**config.mk**
```make
export PLATFORM = sky130hd
export DESIGN_NAME = serial_eeprom_slave
export DESIGN_NICKNAME = d
export VERILOG_FILES = /design/src/logic/eeprom_pkg.sv /design/src/logic/serial_eeprom_slave.sv
export VERILOG_INCLUDE_DIRS = /design/src /design/src/logic
export SDC_FILE = /design/constraint.sdc
export NUM_CORES = 1
export LEC_CHECK = 0
export ABC_AREA = 0
export ABC_CLOCK_PERIOD_IN_PS = 2800
export BUFFER_PORTS_ARGS = -buffer_cell sky130_fd_sc_hd__buf_2
export CAP_MARGIN = 20
export CORE_MARGIN = 2
export CORE_UTILIZATION = 50
export CTS_BUF_LIST = sky130_fd_sc_hd__clkbuf_4
export DETAILED_ROUTE_END_ITERATION = 7
export PLACE_DENSITY = 0.71
export SLEW_MARGIN = 40
export SYNTH_ARGS = -nofsm -noshare
export SYNTH_HDL_FRONTEND = slang
export SYNTH_SLANG_ARGS = --single-unit
```
**constraint.sdc**
```tcl
create_clock -name clk -period 2.8 [get_ports clk]
set_clock_uncertainty 0.15 [all_clocks]
set_input_delay 0.56 -clock clk [delete_from_list [all_inputs] [get_ports clk]]
set_output_delay 0.56 -clock clk [all_outputs]
set_load 0.005 [all_outputs]
```
**src/logic/eeprom_cfg.svh**
```systemverilog
// Constants for the two-wire serial data memory slave
//
// Functional notes
// - Data may change only while clock low; high-clock changes are start or stop.
// - Data falling while clock high is a start; every command begins with one.
// - Data rising while clock high is a stop; every operation ends with one.
// - One bit per clock pulse, valid while clock high; master sets byte count.
// - Receiver acknowledges every byte on a ninth clock pulse from the master.
// - Acknowledger holds data low through the whole high phase of that pulse.
// - After master withholds acknowledge on a read byte, slave releases data high.
// - No acknowledge of any byte while an internal write cycle runs.
// - First byte after start: four-bit type code, three ignored bits, direction bit.
// - Direction bit one selects read, zero selects write.
// - Slave always watches; acknowledges control byte only on code match and not busy.
// - Byte after write control byte loads pointer; only low four bits used.
// - Stop after acknowledged address and data starts timed write; no acknowledge meanwhile.
// - After byte write the address pointer stays on the written location.
// - Stop before write sequence completes aborts, memory unchanged.
// - More than eight data bits discard the loaded byte and refill the buffer.
// - Several data bytes and stop before a full byte aborts; nothing stored.
// - Data line open-drain with pull-up; host writes one before reading; both reset high.
// - Data and clock lines are bits six and seven of port register six.
`ifndef EEPROM_CFG_SVH
`define EEPROM_CFG_SVH

`define PORT_IDX 8'h06
`define STAT_IDX 8'h07
`define SCL_BIT 7
`define SDA_BIT 6
`define GP_W 6
`define STAT_BUSY 0
`define STAT_ACTIVE 1
`define STAT_PTR 4
`define MEM_DEPTH 16
`define BYTE_BITS 4'h8
`define BUSY_W 17
`define CLK_PERIOD_NS 40
`define WRITE_TIME_NS 4000000

`endif

```
**src/logic/eeprom_pkg.sv**
```systemverilog
// Types shared by the serial data memory slave
`default_nettype none
package eeprom_pkg;
    `include "eeprom_cfg.svh"

    typedef enum logic [2:0] {ph_idle, ph_ctrl, ph_addr, ph_data, ph_read, ph_ignore} phase_t;

    typedef struct packed {
        logic psel;
        logic penable;
        logic pwrite;
        logic [7:0] paddr;
        logic [31:0] pwdata;
    } apb_req_t;

    typedef struct packed {
        logic [31:0] prdata;
        logic pready;
        logic pslverr;
    } apb_rsp_t;

    typedef struct packed {
        logic scl_q;
        logic sda_q;
        logic [`GP_W-1:0] gp;
        logic [31:0] prdata;
        logic [1:0] sync1;
        logic [1:0] sync2;
        logic [1:0] prev;
        phase_t phase;
        logic [3:0] bitcnt;
        logic in_ack;
        logic pull;
        logic macked;
        logic [7:0] shreg;
        logic [7:0] tx;
        logic dvalid;
        logic [7:0] dbuf;
        logic [3:0] ptr;
        logic busy;
        logic [`BUSY_W-1:0] timer;
        logic [`MEM_DEPTH-1:0][7:0] mem;
    } ee_state_t;
endpackage
`default_nettype wire

```
**src/logic/serial_eeprom_slave.sv**
```systemverilog
// Two-wire serial data memory slave behind an APB port register
//
// Design decision made here: the APB slave port.
`timescale 1ns/1ps
`default_nettype none
`include "eeprom_cfg.svh"
module serial_eeprom_slave #(
    parameter logic [3:0] dev_code = 4'h5, // Type code value is arbitrary
    parameter int unsigned write_cycles = `WRITE_TIME_NS / `CLK_PERIOD_NS
) (
    input wire logic clk,
    input wire logic rst_n,
    input wire logic ce,
    input wire eeprom_pkg::apb_req_t apb_req,
    output var eeprom_pkg::apb_rsp_t apb_rsp,
    output logic scl_line,
    output logic sda_release,
    output logic mem_pull,
    output logic busy
);
    import eeprom_pkg::*;

    localparam logic [7:0] PORT_ADDR = `PORT_IDX << 2;
    localparam logic [7:0] STAT_ADDR = `STAT_IDX << 2;
    localparam logic [`BUSY_W-1:0] WRITE_LOAD = `BUSY_W'(write_cycles);
    localparam ee_state_t RESET_ST = '{
        scl_q: 1'b1, sda_q: 1'b1, gp: '0, prdata: '0,
        sync1: 2'b11, sync2: 2'b11, prev: 2'b11,
        phase: ph_idle, bitcnt: '0, in_ack: 1'b0, pull: 1'b0, macked: 1'b0,
        shreg: '0, tx: '0, dvalid: 1'b0, dbuf: '0, ptr: '0,
        busy: 1'b0, timer: '0, mem: '0
    };

    ee_state_t st;
    ee_state_t next_st;
    logic [1:0] line;
    logic scl_hi;
    logic start_evt;
    logic stop_evt;
    logic rise;
    logic fall;
    logic byte_done;
    logic write_ok;
    logic setup_acc;
    logic wr_acc;
    logic hit;

    // Software drives both lines; the memory can only pull data low
    assign line = {st.scl_q, st.sda_q & ~st.pull};

    assign scl_hi = st.sync2[1] & st.prev[1];
    assign start_evt = scl_hi & st.prev[0] & ~st.sync2[0];
    assign stop_evt = scl_hi & ~st.prev[0] & st.sync2[0];
    assign rise = st.sync2[1] & ~st.prev[1];
    assign fall = ~st.sync2[1] & st.prev[1];
    assign byte_done = fall & ~st.in_ack & (st.bitcnt == `BYTE_BITS);
    // write only with a whole acked data byte and no newer full bit
    assign write_ok = (st.phase == ph_data) & st.dvalid & ~st.in_ack & (st.bitcnt <= 4'h1);

    assign setup_acc = apb_req.psel & ~apb_req.penable;
    assign wr_acc = apb_req.psel & apb_req.penable & apb_req.pwrite & ce;
    assign hit = (apb_req.paddr == PORT_ADDR) | (apb_req.paddr == STAT_ADDR);

    // Zero wait states: ready simply follows the clock enable
    assign apb_rsp = '{prdata: st.prdata, pready: ce,
                       pslverr: apb_req.psel & apb_req.penable & ~hit};
    assign scl_line = st.scl_q;
    assign sda_release = st.sda_q;
    assign mem_pull = st.pull;
    assign busy = st.busy;

    always_comb begin
        next_st = st;
        if (ce) begin
            // Line samplers; first stage is read only by the second
            next_st.sync1 = line;
            next_st.sync2 = st.sync1;
            next_st.prev = st.sync2;

            // Read data captured in the setup cycle so it comes from a flip-flop
            if (setup_acc) begin
                next_st.prdata = '0;
                if (apb_req.paddr == PORT_ADDR) begin
                    // lines in bits seven and six, read as the wire levels
                    next_st.prdata[`SCL_BIT] = line[1];
                    next_st.prdata[`SDA_BIT] = line[0];
                    next_st.prdata[`GP_W-1:0] = st.gp;
                end else if (apb_req.paddr == STAT_ADDR) begin
                    next_st.prdata[`STAT_BUSY] = st.busy;
                    next_st.prdata[`STAT_ACTIVE] = (st.phase != ph_idle);
                    next_st.prdata[`STAT_PTR +: 4] = st.ptr;
                end
            end
            if (wr_acc && apb_req.paddr == PORT_ADDR) begin
                // writing one releases data to the pull-up
                next_st.scl_q = apb_req.pwdata[`SCL_BIT];
                next_st.sda_q = apb_req.pwdata[`SDA_BIT];
                next_st.gp = apb_req.pwdata[`GP_W-1:0];
            end

            if (st.busy) begin
                next_st.timer = st.timer - `BUSY_W'(1);
                if (st.timer == `BUSY_W'(1)) begin
                    next_st.busy = 1'b0;
                end
            end

            if (start_evt) begin
                // a start always begins a new control byte
                next_st.phase = ph_ctrl;
                next_st.bitcnt = '0;
                next_st.in_ack = 1'b0;
                next_st.pull = 1'b0;
                next_st.dvalid = 1'b0;
            end else if (stop_evt) begin
                // stop after a complete write launches programming
                if (write_ok) begin
                    next_st.mem[st.ptr] = st.dbuf;
                    next_st.busy = 1'b1;
                    next_st.timer = WRITE_LOAD;
                end
                next_st.phase = ph_idle;
                next_st.bitcnt = '0;
                next_st.in_ack = 1'b0;
                next_st.pull = 1'b0;
                next_st.dvalid = 1'b0;
            end else if (st.phase != ph_idle && st.phase != ph_ignore) begin
                if (rise) begin
                    if (st.in_ack) begin
                        next_st.macked = ~st.sync2[0];
                    end else if (st.bitcnt < `BYTE_BITS) begin
                        // one bit taken per clock rise
                        next_st.shreg = {st.shreg[6:0], st.sync2[0]};
                        next_st.bitcnt = st.bitcnt + 4'h1;
                    end
                end else if (fall) begin
                    if (st.in_ack) begin
                        // acknowledge held until the ninth clock falls
                        next_st.in_ack = 1'b0;
                        next_st.bitcnt = '0;
                        next_st.pull = 1'b0;
                        if (st.phase == ph_read) begin
                            if (st.macked) begin
                                next_st.tx = st.mem[st.ptr];
                                next_st.pull = ~st.mem[st.ptr][7];
                            end else begin
                                // no master acknowledge: release and stand aside
                                next_st.phase = ph_ignore;
                            end
                        end
                    end else if (st.bitcnt == `BYTE_BITS) begin
                        next_st.in_ack = 1'b1;
                        next_st.pull = 1'b0;
                        unique case (st.phase)
                            ph_ctrl: begin
                                // acknowledge only a matching code when idle
                                if (st.shreg[7:4] == dev_code && !st.busy) begin
                                    // direction bit picks read or write
                                    next_st.phase = st.shreg[0] ? ph_read : ph_addr;
                                    next_st.macked = 1'b1;
                                    next_st.pull = 1'b1;
                                end else begin
                                    next_st.phase = ph_ignore;
                                    next_st.in_ack = 1'b0;
                                end
                            end
                            ph_addr: begin
                                next_st.ptr = st.shreg[3:0];
                                next_st.phase = ph_data;
                                next_st.pull = ~st.busy;
                            end
                            ph_data: begin
                                next_st.dbuf = st.shreg;
                                next_st.dvalid = 1'b1;
                                next_st.pull = ~st.busy;
                            end
                            ph_read: begin
                                // Pointer advances once a byte has been sent
                                next_st.ptr = st.ptr + 4'h1;
                            end
                            default: begin
                                next_st.in_ack = 1'b0;
                            end
                        endcase
                    end else if (st.phase == ph_read) begin
                        next_st.pull = ~st.tx[3'(4'h7 - st.bitcnt)];
                    end else if (st.phase == ph_data && st.bitcnt == 4'h1) begin
                        // a ninth data bit drops the loaded byte
                        next_st.dvalid = 1'b0;
                    end
                end
            end
        end
    end

    always_ff @(posedge clk or negedge rst_n) begin
        if (!rst_n) begin
            st <= RESET_ST;
        end else begin
            st <= next_st;
        end
    end
endmodule
`default_nettype wire

```
==> metrics.md, run 1 <==
| Metric | Value |
|---|---|
| Status | `finished clean` |
| CTS buffer count | `53` |
| Slew of the pin with the lowest slew margin | `0.677 ns` |
| Max_cap viols | `0` |
| Synth top area share | `48.0%` |
| Initial antenna violation count | `1` |
| Main flop type after synthesis | `dfrtp_1` |
| Leakage | `0.00559 uW` |
| Final hold violations | `0` |
| TritonCTS clock tree | `done` |
| Die Wd | `148 um` |
| Tmin final | `2.52 ns` |
| Max-slew violations | `0` |
| Synth top area cells | `dfrtp_1 48%, mux2_2 16%, mux4_2 8.7%, mux2_4 3.5%, buf_4 2.5%` |
| CTS max path bufs | `3` |
| Drt total wl | `23.1 mm` |
| DRC violations left | `0` |
| Max VDD drop | `271 uV` |
| Die footprint | `21900 sq um` |
| First-pass GRT wire length | `37.5 mm` |
| PD cells | `544 nW/um^2` |
| Commonest non-fill, non-tap cell in the layout | `dfrtp_1` |
| Most frequent cells in the layout | `198 x dfrtp_1, 143 x mux2_2, 76 x clkbuf_4` |
| Drt pass-1 iters | `5` |
| Endpoints failing setup | `0` |
| #FFs+latches synth | `207` |
| R2R depth | `6` |
| Filler Cells Inserted | `1634` |
| Post-synth EDFFs | `0` |
| Layout cells sized above 1 | `44.4%` |
| Hold Crit Class | `input pin to flip-flop` |
| # port buffers | `35` |
| RSZ-0062 raised after global routing | `false` |
| Core box area | `20300 sq um` |
| CTS clock-pin slew for the worst setup and hold paths | `0.06 ns` |
| Vias in the first global route | `6885` |
| Clock root cell | `clkbuf_4` |
| Yosys top cell by area | `dfrtp_1` |
| Post-Syn Area | `10400 sq um` |
| R2R Setup Slk | `0.28 ns` |
| F_max | `396 MHz` |
| Post-CTS Repair Setup Buffers | `0` |
| Starting Density | `51.1%` |
| Via/cell ratio | `5.70` |
| Crit path kind | `flip-flop to flip-flop` |
| FF-to-FF Start | `st[188]` |
| P&R area growth vs syn | `12.4%` |
| Synth Instances | `760` |
| Total GRT Usage | `21.8%` |
| Crit path launch | `st[188]` |
| Ports | `84` |
| Syn. warnings | `0` |
| WL/cell | `19.9 um` |
| 1st-iter DRT viols | `492` |
| Seq/Total Area, Yosys | `50.1%` |
| Cell variety after synth | `63` |
| Largest net degree at the start of global routing | `60` |
| Critical path endpoint category | `flip-flop` |
| Area taken by multi-input logic gates | `4770 sq um` |
| CP Launch Type | `flip-flop` |
| Setup TNS | `0 ns` |
| Placed instance area | `10900 sq um` |
| RD Place Congestion | `0.901` |
| Ys async rst share | `100%` |
| Layout Utilization | `57.4%` |
| Setup WS pre-CTS | `0.214 ns` |
| Nets | `912` |
| Die Ht | `148 um` |
| Row count | `52` |
| Worst Path Required | `3.17 ns` |
| Worst skew pair latency | `0.66 ns` |
| Congestion Overflow GR | `0` |
| Post-route ant nets | `0` |
| Largest fanout on the critical path | `20` |
| Setup ws final | `0.277 ns` |
| Final HPWL DP | `16.0 mm` |
| Crit path DAT | `2.89 ns` |
| Final instance area | `11600 sq um` |
| Register area | `5190 sq um` |
| CTS H-tree lvls | `2` |
| Final Cycle Share | `90.1%` |
| Post-Synthesis Mean Instance Area | `13.6 sq um` |
| Vias | `6586` |
| TritonCTS Sinks | `207` |
| Max_slew headroom | `54.7%` |
-- layer usage --
metal  GRT usage [%]  wire length (um)  up-vias
met5               0                 0        -
met2            36.7             11600      186
met1            29.8             10000     3425
li1                -                 -     2945
met4            5.38               346        0
met3            3.92              1090       30
-- worst max-delay path: stages (launching register included) --
cell and delay (ns):
dfstp_2 0.55, ha_1 0.21, nand2_1 0.13, nor4_4 0.34, buf_12 0.24, nand4_2 0.35, mux2_2 0.40
-- Yosys cell counts (all sizes together), types with 3 or more instances --
| cell | instances |
|---|---|
| nor2b | 12 |
| nand3b | 6 |
| or4 | 3 |
| inv | 18 |
| clkbuf | 22 |
| a21oi | 12 |
| nand2 | 31 |
| mux2i | 8 |
| ha | 13 |
| o21ai | 31 |
| buf | 48 |
| nand2b | 3 |
| nor3b | 5 |
| and3 | 4 |
| dfstp | 8 |
| nor4 | 3 |
| xnor2 | 9 |
| nand4 | 12 |
| xor2 | 9 |
| nor3 | 11 |
| mux4 | 40 |
| mux2 | 167 |
| dfrtp | 199 |
| nand3 | 21 |
| nor2 | 26 |
| a22oi | 7 |
| nor4b | 3 |
| a41oi | 3 |
-- final cells by class --
type / count / share of cell area (%)
clock buffer: 76 / 4.90
tap: 270 / 2.90
antenna: 1 / 0.0215
sequential: 207 / 44.6
timing repair buffer: 85 / 5.42
clock inverter: 11 / 0.655
multi-input combinational: 488 / 41.0
inverter: 18 / 0.580
-- per-stage QoR --
| step | power [uW] | hold slack [ns] | std cells |
|---|---|---|---|
| floorplan | 3650 | 0.114 | 783 |
| global placement | 3800 | 0.306 | 1059 |
| detailed placement | 3860 | 0.327 | 1059 |
| CTS | 6420 | 0.145 | 1155 |
| global route | 6680 | 0.164 | 1156 |
| finish | 6340 | 0.207 | 1156 |
-- report_power, final --
group          total (uW)  leakage [uW]  switching, uW  internal [uW]
Combinational         552       0.00238            324            228
Sequential           3270       0.00282            142           3130
Clock                2520      0.000381           1190           1330
-- kinds of logic after synthesis --
kind of cell	count (synthesis)	synth area share, %
mux	215	28.5
flops	207	50.1
simple gates	148	9.33
buf+inv	88	4.83
compound gates	70	4.18
xor+xnor	18	1.52
fa+ha+maj	13	1.57
other cells	1	0.0362
-- worst min-delay path by stage --
stage,from,end,slack [ns],cells after the start
after global routing,apb_req[34],st[224],0.16,3
after global placement,apb_rsp[7],apb_rsp[7],0.31,2
final,apb_req[34],st[224],0.21,3
after CTS,apb_req[34],st[224],0.14,3
after floorplan,rst_n,asynchronous set/reset pin,0.11,0
after detailed placement,apb_rsp[6],apb_rsp[6],0.33,2
-- what timing repair did --
item | in CTS | in global routing
endpoints found under the hold margin | 56 | 0
hold buffers | 9 | 0
resized for setup | 0 | 0
Power figures use the tool's default switching activity.
==> run 2, diff against run 1 <==
--- a/config.mk
+++ b/config.mk
@@ -11,10 +11,10 @@
 export BUFFER_PORTS_ARGS = -buffer_cell sky130_fd_sc_hd__buf_2
 export CAP_MARGIN = 20
 export CORE_MARGIN = 2
-export CORE_UTILIZATION = 50
+export CORE_UTILIZATION = 40
 export CTS_BUF_LIST = sky130_fd_sc_hd__clkbuf_4
 export DETAILED_ROUTE_END_ITERATION = 7
-export PLACE_DENSITY = 0.71
+export PLACE_DENSITY = 0.6
 export SLEW_MARGIN = 40
 export SYNTH_ARGS = -nofsm -noshare
 export SYNTH_HDL_FRONTEND = slang
==> run 2 against run 1 <==
Net effect:
- flip-flop and latch count is the same
- worst setup slack got worse by 0.16 ns
- core utilization decreased by 11 points
- power fell by 0.19%
- worst hold slack got worse by 0.044 ns
- combinational power fell by 2%
==> metrics.md, run 2 (synthesis gave the netlist of run 1 again) <==
| Metric | Value |
|---|---|
| 1st-iter DRT viols | `355` |
| Status | `finished clean` |
| CP bufs+invs | `1` |
| Leakage | `0.00557 uW` |
| Crit-path leading delay family | `simple AND/OR/NAND/NOR gates` |
| Max_slew headroom | `47.9%` |
| Combinational power share | `8.5%` |
| Worst Path Required | `3.17 ns` |
| Largest stage delay, worst path | `0.56 ns` |
| Commonest non-fill, non-tap cell in the layout | `dfrtp_1` |
| Worst path depth | `6` |
| Filler Cells Inserted | `2299` |
| CTS max path bufs | `3` |
| WL/cell | `18.2 um` |
| NetSw | `1630 uW` |
| # resized after CTS | `0` |
| Max_cap viols | `0` |
| Max-slew violations | `0` |
| Depth of the worst hold-timing path | `3` |
| R2R Setup Slk | `0.11 ns` |
| F_max | `372 MHz` |
| Initial antenna violation count | `1` |
| Die Ht | `165 um` |
| Clock root cell | `clkbuf_4` |
| TritonCTS clock tree | `done` |
| TritonCTS Sinks | `207` |
| Layout Utilization | `46.2%` |
| Die footprint | `27200 sq um` |
| Setup TNS | `0 ns` |
| RD Place Congestion | `0.880` |
| Final hold violations | `0` |
| Worst skew pair latency | `0.68 ns` |
| Cts hold-fix bufs | `9` |
| R2R depth | `6` |
| Tmin final | `2.69 ns` |
| CP Launch Type | `flip-flop` |
| Die Wd | `165 um` |
| Post-CTS Repair Setup Buffers | `0` |
| P&R area growth vs syn | `12.8%` |
| Largest fanout on the critical path | `27` |
| Critical path endpoint category | `flip-flop` |
| Most frequent cells in the layout | `198 x dfrtp_1, 143 x mux2_2, 78 x clkbuf_4` |
| First-pass GRT wire length | `36.5 mm` |
| # port buffers | `35` |
| DRC violations left | `0` |
| Max VDD drop | `245 uV` |
| PD cells | `541 nW/um^2` |
| Slowest CP cell | `dfstp_2` |
| Part of the power in registers | `51.6%` |
| CTS H-tree lvls | `2` |
| Starting Density | `40.9%` |
| Vias | `6365` |
| Total GRT Usage | `17.3%` |
| Switching share of power | `25.7%` |
| CTS buffer count | `56` |
| Row count | `58` |
| Congestion Overflow GR | `0` |
| Final Cycle Share | `95.9%` |
| Ports | `84` |
| Clock power frac | `39.9%` |
| Via/cell ratio | `5.26` |
| Vias in the first global route | `6613` |
| Final HPWL DP | `15.0 mm` |
| Nets | `910` |
| Crit path kind | `flip-flop to flip-flop` |
| Drt pass-1 iters | `4` |
| Layout cells sized above 1 | `44.3%` |
| RSZ-0062 raised after global routing | `false` |
| Crit path DAT | `3.05 ns` |
| Cell Chain, Critical Path | `ha_1 > nand2_1 > nor4_4 > buf_12 > nand4_2 > mux2_2` |
| Post-route ant nets | `0` |
| CTS clock-pin slew for the worst setup and hold paths | `0.07 ns` |
| Largest net degree at the start of global routing | `65` |
| Endpoints failing setup | `0` |
| Internal | `4700 uW` |
| Hold Crit Class | `input pin to flip-flop` |
| Slew of the pin with the lowest slew margin | `0.782 ns` |
| Core box area | `25300 sq um` |
| Drt total wl | `22.1 mm` |
-- run 2: cell count changes in the layout (fill, tap and decap cells not counted), sizes merged --
cell / delta
clkbuf: +2
buf: -5
inv: +1
clkinv: -3
clkinvlp: -1
-- run 2: area by class of cell --
cell class / count / area [sq um] / area share, %
multi-input combinational: 488 / 4770 / 40.8
antenna: 1 / 2.50 / 0.0214
inverter: 18 / 67.6 / 0.578
clock inverter: 8 / 56.3 / 0.481
clock buffer: 78 / 586 / 5.01
sequential: 207 / 5190 / 44.4
tap: 330 / 413 / 3.53
timing repair buffer: 80 / 607 / 5.19
-- run 2: path summary, 6_finish.rpt --
kind	startpoint	endpoint
setup / recovery	st[188]	flip-flop
hold reg to reg	apb_rsp[5]	apb_rsp[5]
setup reg to reg	st[188]	flip-flop
hold / removal	apb_req[34]	sda_release
max in group asynchronous	rst_n	st[185]
min in group asynchronous	rst_n	asynchronous set/reset pin
-- run 2: per-stage QoR --
| stage | total power [uW] | hold WS [ns] | setup slack [ns] | instance area (sq um) | instances |
|---|---|---|---|---|---|
| after global routing | 6720 | 0.127 | 0.0368 | 11700 | 1210 |
| final | 6330 | 0.163 | 0.114 | 11700 | 1210 |
| after global placement | 3840 | 0.307 | 0.205 | 11000 | 1114 |
| after floorplan | 3650 | 0.114 | 0.418 | 10500 | 783 |
| after detailed placement | 3840 | 0.321 | 0.180 | 11000 | 1114 |
| after CTS | 6450 | 0.129 | 0.151 | 11700 | 1209 |
-- run 2: metal layers --
layer	GRT usage [%]	routed length [um]	vias to the layer above
met5	0	0	-
met4	5.53	430	0
met3	3.52	944	42
met2	26.6	10300	145
met1	24.7	10400	3248
li1	-	-	2930
-- run 2: power by group through the flow --
stage	Combinational (uW)	Sequential, uW	Clock, uW
after floorplan	357	3290	0
after global placement	527	3310	0
after detailed placement	536	3310	0
after CTS	549	3260	2640
after global routing	629	3280	2810
final	539	3260	2530
-- run 2: worst reg2reg max path, cell delays in order, from the launching register on --
cell and delay [ns]:
dfstp_2 0.56, ha_1 0.22, nand2_1 0.15, nor4_4 0.36
buf_12 0.27, nand4_2 0.38, mux2_2 0.42
